File: src/common/serial_port_pkg.sv
// constants of the serial peripheral port
// assumes one 200 MHz clock and 32-bit bus words
package serial_port_pkg;
   // register indices, byte address is four times the index
   localparam logic [9:0] IDX_DATA   = 10'h03C;
   localparam logic [9:0] IDX_CFG    = 10'h03D;
   localparam logic [9:0] IDX_STAT   = 10'h03E;
   localparam logic [9:0] IDX_ICLR   = 10'h03F;
   localparam logic [9:0] IDX_IEN    = 10'h040;
   localparam logic [9:0] IDX_PIN    = 10'h041;
   // config fields
   localparam int         CFG_SWAP   = 7;
   localparam int         CFG_LSB    = 6;
   localparam int         CFG_MODE   = 4;
   localparam int         CFG_CLOCK_IDLE_POLARITY   = 3;
   localparam int         CFG_CLOCK_SAMPLE_PHASE   = 2;
   localparam int         CFG_RATE   = 0;
   localparam logic [1:0] MODE_OFF   = 2'h0;
   localparam logic [1:0] MODE_MSTR  = 2'h1;
   localparam logic [1:0] MODE_SLV   = 2'h2;
   // master clock divisors
   localparam logic [6:0] DIV_SEL0   = 7'h06;
   localparam logic [6:0] DIV_SEL1   = 7'h0C;
   localparam logic [6:0] DIV_SEL2   = 7'h30;
   localparam logic [6:0] DIV_SEL3   = 7'h60;
   // byte framing
   localparam logic [3:0] LAST_EDGE  = 4'hF;
   localparam logic [3:0] BYTE_BITS  = 4'h8;
   localparam logic [3:0] LAST_BIT   = 4'h7;
   localparam logic [7:0] RESET_BYTE = 8'h00;
   localparam logic [2:0] HSIZE_WORD = 3'h2;
   // line numbering
   localparam int         LINE_CLK   = 0;
   localparam int         LINE_MOUT  = 1;
   localparam int         LINE_MIN   = 2;
   localparam int         LINE_SEL   = 3;
   // pin control fields
   localparam int         PINC_FUNC  = 0;
   localparam int         PINC_OE    = 4;
   localparam int         PINC_DAT   = 8;
   // status bits
   localparam int         ST_RX      = 0;
   localparam int         ST_TXE     = 1;
endpackage : serial_port_pkg

File: src/common/rate_tick_if.sv
// rate selection and half-period tick between port and divider
// assumes both ends on the same clock
interface rate_tick_if;
   logic [1:0] rate;
   logic       run;
   logic       tick;
   modport gen  (input rate, input run, output tick);
   modport sink (output rate, output run, input tick);
endinterface : rate_tick_if

File: src/logic/serial_rate_div.sv
// master serial clock half-period tick generator
// assumes run is held for the whole master transfer
module serial_rate_div (
   input  logic        clk,
   input  logic        rst,
   rate_tick_if.gen    t
);
   typedef struct packed {
      logic [6:0] cnt;
      logic       tick;
   } div_t;

   div_t       r;
   div_t       n;
   logic [6:0] half;

   always_comb begin
      n = r;
      case (t.rate)
         2'h0:    half = serial_port_pkg::DIV_SEL0 >> 1;
         2'h1:    half = serial_port_pkg::DIV_SEL1 >> 1;
         2'h2:    half = serial_port_pkg::DIV_SEL2 >> 1;
         default: half = serial_port_pkg::DIV_SEL3 >> 1;
      endcase
      if (!t.run) begin
         n.cnt  = 7'h00;
         n.tick = 1'b0;
      end else if (r.cnt == half - 7'h01) begin
         n.cnt  = 7'h00;
         n.tick = 1'b1;
      end else begin
         n.cnt  = r.cnt + 7'h01;
         n.tick = 1'b0;
      end
   end

   always_ff @(posedge clk) begin
      if (rst) begin
         r <= '0;
      end else begin
         r <= n;
      end
   end

   assign t.tick = r.tick;
endmodule : serial_rate_div

File: src/logic/line_sync.sv
// two-stage synchroniser for the four serial lines
// assumes inputs are asynchronous pin levels
module line_sync (
   input  logic       clk,
   input  logic       rst,
   input  logic [3:0] async_in,
   output logic [3:0] sync_out
);
   typedef struct packed {
      logic [3:0] s1;
      logic [3:0] s2;
   } sync_t;

   sync_t r;
   sync_t n;

   always_comb begin
      n    = r;
      n.s1 = async_in;
      n.s2 = r.s1;
   end

   always_ff @(posedge clk) begin
      if (rst) begin
         r <= '0;
      end else begin
         r <= n;
      end
   end

   assign sync_out = r.s2;
endmodule : line_sync

File: src/logic/serial_peripheral_port.sv
// serial peripheral port: registers, shift engine, pin muxing
// assumes an AHB-Lite master and pins sampled through line_sync
////////////////////////////////////////////////////////////////////////////
// Notes on behaviour
// shift core is timed by serial clock edges, not the processor clock; here it shifts on clk when a serial clock edge is detected
// link uses clock, select and two one-way data lines
// data read gives receive buffer; write fills transmit holding register
// interrupt on received byte and on transmit holding register empty
// firmware services buffers within seven serial clocks of an interrupt
// swap bit exchanges master-out and master-in line roles
// bit order bit picks LSB first when set, MSB first when clear
// role field: 00 off, 01 master, 10 slave, 11 reserved
// polarity bit sets serial clock idle level
// phase bit picks the sampling edge
// master clock divides core clock by 6, 12, 48 or 96
// serial logic sets clock and data pin directions from the role
// firmware sets select pin direction itself
// function bit hands pin drive to serial logic, else port bits; here port bits also drive in the off and reserved roles
// phase clear samples leading edge; phase set samples trailing edge
// slave shifts only while select is low, eight bits per byte
//
// Decided for this implementation: the AHB-Lite slave port.
module serial_peripheral_port (
   input  logic        clk,
   input  logic        rst,
   input  logic        hsel,
   input  logic [31:0] haddr,
   input  logic [1:0]  htrans,
   input  logic        hwrite,
   input  logic [2:0]  hsize,
   input  logic [31:0] hwdata,
   input  logic        hready,
   output logic        hreadyout,
   output logic [31:0] hrdata,
   output logic        hresp,
   input  logic [3:0]  line_in,
   output logic [3:0]  line_out,
   output logic [3:0]  line_oe,
   output logic        irq
);
   typedef struct packed {
      logic [7:0]  cfg;
      logic [7:0]  tx_hold;
      logic        tx_full;
      logic [7:0]  rx_buf;
      logic [7:0]  tx_sh;
      logic [7:0]  rx_sh;
      logic [3:0]  bit_cnt;
      logic [3:0]  edge_cnt;
      logic        busy;
      logic        sclk;
      logic        sclk_prev;
      logic [1:0]  stat;
      logic [1:0]  ien;
      logic [11:0] pinc;
      logic        wr_pend;
      logic [9:0]  wr_idx;
      logic [31:0] rdata;
      logic [3:0]  pin_oe;
      logic [3:0]  pin_out;
   } port_t;

   port_t       r;
   port_t       n;
   logic [3:0]  sync_in;
   logic [1:0]  mode;
   logic        master;
   logic        slave;
   logic        clock_idle_polarity;
   logic        clock_sample_phase;
   logic        lsb;
   logic        out_on_mout;
   logic        rx_bit;
   logic        sclk_s;
   logic        sel_s;
   logic        lead;
   logic        trail;
   logic        sample;
   logic        change;
   logic        accept;
   logic        do_load;
   logic        rx_done;
   logic [7:0]  rx_next;
   logic [9:0]  a_idx;
   logic [3:0]  ser_oe;
   logic [3:0]  ser_out;
   logic        data_oe;
   logic        tx_bit;
   logic        nxt_master;
   logic        nxt_slave;
   logic        nxt_out_mout;

   rate_tick_if t ();

   ////////////////////////////////////////////////////////////////////////
   // submodules
   line_sync u_sync (
      .clk      (clk),
      .rst      (rst),
      .async_in (line_in),
      .sync_out (sync_in)
   );

   serial_rate_div u_div (
      .clk (clk),
      .rst (rst),
      .t   (t.gen)
   );

   ////////////////////////////////////////////////////////////////////////
   // decode
   assign mode        = r.cfg[serial_port_pkg::CFG_MODE +: 2];
   assign master      = (mode == serial_port_pkg::MODE_MSTR);
   assign slave       = (mode == serial_port_pkg::MODE_SLV);
   assign clock_idle_polarity        = r.cfg[serial_port_pkg::CFG_CLOCK_IDLE_POLARITY];
   assign clock_sample_phase        = r.cfg[serial_port_pkg::CFG_CLOCK_SAMPLE_PHASE];
   assign lsb         = r.cfg[serial_port_pkg::CFG_LSB];
   assign out_on_mout = master ^ r.cfg[serial_port_pkg::CFG_SWAP];
   assign rx_bit      = out_on_mout ? sync_in[serial_port_pkg::LINE_MIN]
                                    : sync_in[serial_port_pkg::LINE_MOUT];
   assign sclk_s      = sync_in[serial_port_pkg::LINE_CLK];
   assign sel_s       = sync_in[serial_port_pkg::LINE_SEL];
   assign t.rate      = r.cfg[serial_port_pkg::CFG_RATE +: 2];
   assign t.run       = master & r.busy;

   // leading edge leaves the idle level
   always_comb begin
      if (master) begin
         lead  = r.busy & t.tick & (r.sclk == clock_idle_polarity);
         trail = r.busy & t.tick & (r.sclk != clock_idle_polarity);
      end else begin
         lead  = slave & r.busy & ~sel_s & (sclk_s != r.sclk_prev)
                 & (r.sclk_prev == clock_idle_polarity);
         trail = slave & r.busy & ~sel_s & (sclk_s != r.sclk_prev)
                 & (r.sclk_prev != clock_idle_polarity);
      end
   end

   assign sample  = clock_sample_phase ? trail : lead;
   assign change  = clock_sample_phase ? lead : trail;
   assign rx_next = lsb ? {rx_bit, r.rx_sh[7:1]} : {r.rx_sh[6:0], rx_bit};
   assign rx_done = sample & (r.bit_cnt == serial_port_pkg::LAST_BIT);
   assign accept  = hsel & hready & htrans[1]
                    & (hsize == serial_port_pkg::HSIZE_WORD);
   assign a_idx   = haddr[11:2];

   ////////////////////////////////////////////////////////////////////////
   // next state
   always_comb begin
      n           = r;
      do_load     = 1'b0;
      n.sclk_prev = sclk_s;
      // bus address phase
      n.wr_pend   = accept & hwrite;
      n.wr_idx    = a_idx;
      if (accept && !hwrite) begin
         case (a_idx)
            serial_port_pkg::IDX_DATA: n.rdata = {24'h000000, r.rx_buf};
            serial_port_pkg::IDX_CFG:  n.rdata = {24'h000000, r.cfg};
            serial_port_pkg::IDX_STAT: n.rdata = {28'h0000000, r.tx_full,
                                                  r.busy, r.stat};
            serial_port_pkg::IDX_IEN:  n.rdata = {30'h00000000, r.ien};
            serial_port_pkg::IDX_PIN:  n.rdata = {20'h00000, r.pinc};
            default:                   n.rdata = 32'h00000000;
         endcase
      end
      // bus data phase, clear before the engine sets
      if (r.wr_pend) begin
         case (r.wr_idx)
            serial_port_pkg::IDX_CFG:  n.cfg  = hwdata[7:0];
            serial_port_pkg::IDX_ICLR: n.stat = r.stat & ~hwdata[1:0];
            serial_port_pkg::IDX_IEN:  n.ien  = hwdata[1:0];
            serial_port_pkg::IDX_PIN:  n.pinc = hwdata[11:0];
            default: ;
         endcase
      end
      // shift engine
      if (!master && !slave) begin
         n.busy     = 1'b0;
         n.sclk     = clock_idle_polarity;
         n.bit_cnt  = 4'h0;
         n.edge_cnt = 4'h0;
      end else if (!r.busy) begin
         n.sclk = clock_idle_polarity;
         if ((master && r.tx_full) || (slave && !sel_s)) begin
            n.busy     = 1'b1;
            n.edge_cnt = 4'h0;
            do_load    = 1'b1;
         end
      end else if (slave && sel_s) begin
         n.busy = 1'b0;
      end else begin
         if (master && t.tick) begin
            n.sclk     = ~r.sclk;
            n.edge_cnt = r.edge_cnt + 4'h1;
            if (r.edge_cnt == serial_port_pkg::LAST_EDGE) begin
               n.busy = 1'b0;
               n.sclk = clock_idle_polarity;
            end
         end
         if (sample) begin
            n.rx_sh   = rx_next;
            n.bit_cnt = r.bit_cnt + 4'h1;
            if (rx_done) begin
               n.rx_buf             = rx_next;
               n.stat[serial_port_pkg::ST_RX] = 1'b1;
            end
         end else if (change) begin
            if (r.bit_cnt == serial_port_pkg::BYTE_BITS) begin
               do_load = slave;
            end else if (r.bit_cnt != 4'h0) begin
               n.tx_sh = lsb ? {1'b0, r.tx_sh[7:1]} : {r.tx_sh[6:0], 1'b0};
            end
         end
      end
      if (do_load) begin
         n.bit_cnt = 4'h0;
         n.tx_sh   = r.tx_full ? r.tx_hold : serial_port_pkg::RESET_BYTE;
         if (r.tx_full) begin
            n.tx_full                       = 1'b0;
            n.stat[serial_port_pkg::ST_TXE] = 1'b1;
         end
      end
      // a data write lands after any load in the same cycle
      if (r.wr_pend && (r.wr_idx == serial_port_pkg::IDX_DATA)) begin
         n.tx_hold = hwdata[7:0];
         n.tx_full = 1'b1;
      end
      // pin drive from the next state
      // role and swap of the next config, so pins and config move together
      nxt_master   = (n.cfg[serial_port_pkg::CFG_MODE +: 2] == serial_port_pkg::MODE_MSTR);
      nxt_slave    = (n.cfg[serial_port_pkg::CFG_MODE +: 2] == serial_port_pkg::MODE_SLV);
      nxt_out_mout = nxt_master ^ n.cfg[serial_port_pkg::CFG_SWAP];
      tx_bit  = lsb ? n.tx_sh[0] : n.tx_sh[7];
      data_oe = nxt_master | (nxt_slave & n.busy);
      ser_oe  = 4'h0;
      ser_out = 4'h0;
      ser_oe[serial_port_pkg::LINE_CLK]   = nxt_master;
      ser_oe[serial_port_pkg::LINE_MOUT]  = data_oe & nxt_out_mout;
      ser_oe[serial_port_pkg::LINE_MIN]   = data_oe & ~nxt_out_mout;
      ser_oe[serial_port_pkg::LINE_SEL]   = n.pinc[serial_port_pkg::PINC_OE
                                                   + serial_port_pkg::LINE_SEL];
      ser_out[serial_port_pkg::LINE_CLK]  = n.sclk;
      ser_out[serial_port_pkg::LINE_MOUT] = tx_bit;
      ser_out[serial_port_pkg::LINE_MIN]  = tx_bit;
      ser_out[serial_port_pkg::LINE_SEL]  = nxt_master ? ~n.busy
                                            : n.pinc[serial_port_pkg::PINC_DAT
                                                     + serial_port_pkg::LINE_SEL];
      for (int i = 0; i < 4; i++) begin
         if ((nxt_master || nxt_slave) && n.pinc[serial_port_pkg::PINC_FUNC + i]) begin
            n.pin_oe[i]  = ser_oe[i];
            n.pin_out[i] = ser_out[i];
         end else begin
            n.pin_oe[i]  = n.pinc[serial_port_pkg::PINC_OE + i];
            n.pin_out[i] = n.pinc[serial_port_pkg::PINC_DAT + i];
         end
      end
   end

   always_ff @(posedge clk) begin
      if (rst) begin
         r <= '0;
      end else begin
         r <= n;
      end
   end

   ////////////////////////////////////////////////////////////////////////
   // outputs
   assign hreadyout = 1'b1;
   assign hresp     = 1'b0;
   assign hrdata    = r.rdata;
   assign line_out  = r.pin_out;
   assign line_oe   = r.pin_oe;
   assign irq       = |(r.stat & r.ien);
endmodule : serial_peripheral_port

File: config.mk
export PLATFORM = sky130hd
export DESIGN_NAME = serial_peripheral_port
export DESIGN_NICKNAME = d
export VERILOG_FILES = /design/src/common/serial_port_pkg.sv /design/src/common/rate_tick_if.sv /design/src/logic/serial_rate_div.sv /design/src/logic/line_sync.sv /design/src/logic/serial_peripheral_port.sv
export SDC_FILE = /design/constraint.sdc
export NUM_CORES = 1
export LEC_CHECK = 0
export BUFFER_PORTS_ARGS = -buffer_cell sky130_fd_sc_hd__buf_2
export CORE_UTILIZATION = 40
export DETAILED_ROUTE_END_ITERATION = 12
export PLACE_DENSITY = 0.61
export SYNTH_ARGS = -nofsm -noshare
export SYNTH_HDL_FRONTEND = slang
export SYNTH_SLANG_ARGS = --single-unit
File: constraint.sdc
create_clock -name clk -period 2.9 [get_ports clk]
set_clock_uncertainty 0.15 [all_clocks]
set_input_delay 0.435 -clock clk [delete_from_list [all_inputs] [get_ports clk]]
set_output_delay 0.435 -clock clk [all_outputs]
set_load 0.01 [all_outputs]
==> qor.txt <==
Status -> complete, no violations
Util after Layout -> 49.8%
Power Density -> 593 nW/um2
RSZ-0062 raised after global routing -> false
Reg-to-reg endpoint -> line_out[3]
Share of cells above drive strength 1 -> 20.7%
Top cells by area, synth -> dfxtp_1 (43%), mux2i_1 (12%), nor2_1 (6.8%)
Per-instance average area after synthesis -> 9.02 um2
Critical path startpoint category -> register
Slowest CP cell -> or4b_4
Total GRT Usage -> 18.7%
Detail Placement HPWL -> 9140 um
Synth Cell Area -> 5370 um2
Most frequent cell after synthesis -> dfxtp_1
Die area -> 13900 um2
TritonCTS clock tree -> done
Worst hold slack -> 0.0800 ns
Crit Reg-Reg Startpoint -> r[47]
CTS H-tree lvls -> 4
Vias per inst -> 5.12
Yosys Warn Count -> 0
# nets final -> 732
Clock root buffer -> clkbuf_16
Num CTS Buffers -> 17
Pins Over Slew Limit -> 0
Reg2reg path depth -> 9
Crit-path max cell delay -> 0.54 ns
Ant diodes -> 0
WP buf/inv -> 1
Setup CP Type -> reg -> reg
Inst Count DP -> 794
Initial antenna violation count -> 0
CP top delay family -> simple AND/OR/NAND/NOR gates
Sequential fraction of the synthesis area -> 42.5%
Initial DRC count -> 350
Clock sinks -> 114
Lkg Pwr -> 2.48 nW
First-pass GRT wire length -> 20000 um
WL/cell -> 14.9 um
Initial Util -> 41.8%
Chip width -> 118 um
Final Non-Filler Cells -> 829
FMAX -> 355 MHz
Gpl congestion -> 0.817
Final Routed Wirelength -> 12400 um
Synth top area share -> 42.5%
Chip height -> 118 um
Async SR Flop Fraction -> 0%
Post-Synthesis Cells -> 595
Max-slew headroom -> 43.9%
Final worst-path cycle share -> 97.1%
Flop-to-flop setup slack -> 0.08 ns
#FFs+latches synth -> 114
DR DRC count -> 0
CTS max path bufs -> 2
Core area -> 12800 um2
# rows -> 41
Crit-path max FO -> 5
Setup TNS Final -> 0 ns
Worst-margin pin slew -> 0.835 ns
Hold EP -> u_sync.n[1]
CP endpoint kind -> register
P&R area growth vs syn -> 19.0%
IO Count -> 121
Hold_sp -> line_in[1]
Via Count -> 4246
Largest net degree at the start of global routing -> 68
Final hold vios -> 0
Peak supply drop -> 0.419 mV
Crit path time final -> 2.82 ns
Top FF cell, synth -> dfxtp_1
Max cap viols -> 0
Post-synth top cells -> dfxtp_1 (114), nor2_1 (97), mux2i_1 (62)
Largest area contributor in the netlist -> dfxtp_1
Hold/Removal Path Class -> in -> reg
Drt pass-1 iters -> 5
IO buf count -> 55
Worst skew pair latency -> 0.42 ns
Cts hold-fix bufs -> 0
Required time worst endpoint -> 3.11 ns
Number of global-route vias before repair -> 3976
ANT nets after route -> 0
Endpoints failing setup -> 0
Clk slew on worst S/H paths -> 0.05 ns
Cell variety after synth -> 57
Worst EP arrival -> 3.02 ns
EDFF count, synth -> 0
Overflow after GRT -> 0
CP Cell Sequence -> or4b_4 > or3_4 > nor2_4 > buf_4 > mux2i_4 > ha_4 > nor3b_4 > mux2_4 > nor2_2
Hold path depth -> 2
[metal layers]
metal	vias to the layer above	wire [um]	track usage, %
met5	-	0	0
met4	0	273	8.65
met3	22	705	4.89
met2	112	5710	28.8
met1	2015	5690	24.2
li1	2097	-	-
[final cells by class]
cell class / instances / area [um2]
Sequential cell: 114 / 2280
Multi-Input combinational cell: 420 / 2760
Fill cell: 1207 / 6440
Inverter: 10 / 37.5
Clock inverter: 5 / 100
Tap cell: 172 / 215
Clock buffer: 25 / 495
Timing Repair Buffer: 83 / 498
[worst register-to-register path: stages (launching register included)]
cell	delay, ns
dfxtp_1	0.31
or4b_4	0.54
or3_4	0.36
nor2_4	0.14
buf_4	0.15
mux2i_4	0.26
ha_4	0.25
nor3b_4	0.21
mux2_4	0.32
nor2_2	0.07
[how the worst max path moves through the flow]
stage	startpoint	endpoint	slack, ns	cells past startpoint
2_1_floorplan	r[47]	line_out[3]	0.0006	9
3_3_place_gp	r[47]	line_oe[2]	-0.12	8
3_5_place_dp	r[47]	line_oe[2]	-0.15	8
4_1_cts	r[47]	line_oe[2]	0.008	8
5_1_grt	mode[1]	line_out[1]	0.0002	10
6_report	r[47]	line_out[3]	0.08	9
[kinds of logic after synthesis]
kind of cell	count (synthesis)	share of synthesized area, %
DFF	114	42.5
AOI/OAI and AO/OA	73	9.07
muxes	68	13.1
other	2	0.140
xor gates and xnor gates	16	2.89
buffers and inverters	81	9.12
and+or+nand+nor	233	21.3
adders and majority gates	8	1.87
[sequential cells by signal, summed over array words and instances (netlist names)]
register             count
mode                     2
u_div.r                  7
u_sync.sync_out          4
u_div.t.tick             1
line_oe                  3
clock_sample_phase       1
line_out                 4
hrdata                  12
lsb                      1
clock_idle_polarity      1
u_sync.n                 4
r                       74
[cells in the final DEF, fill, tap and decap left out, types with 17 or more instances in the layout]
master | netlist | final
clkbuf_16 | 0 | 17
conb_1 | 2 | 22
mux2i_1 | 62 | 60
nand3_1 | 20 | 20
buf_2 | 4 | 55
a21oi_1 | 26 | 25
buf_4 | 42 | 27
nor2_1 | 97 | 96
nand2_1 | 31 | 31
nor2b_1 | 23 | 23
dfxtp_1 | 114 | 114
[power breakdown]
part | internal (mW) | switching [mW] | total, mW
clock network | 1.43 | 0.670 | 2.10
logic | 0.0347 | 0.0678 | 0.103
registers | 1.58 | 0.00784 | 1.59
[through the flow]
step           cell area [um2]  setup slack (ns)  total power [mW]
2_1_floorplan             5470          0.000575              1.70
3_3_place_gp              5700            -0.119              1.72
3_5_place_dp              5700            -0.152              1.72
4_1_cts                   6340           0.00800              3.82
5_1_grt                   6390          0.000222              3.91
6_report                  6390            0.0847              3.79
[timing repair]
action / CTS / global route
setup buffers: 3 / 2
resized for setup: 6 / 6
pin swaps: 1 / 3
setup endpoints to repair: 5 / 6
cloned: 0 / 0
No activity file was read; power rests on OpenSTA's default activity.
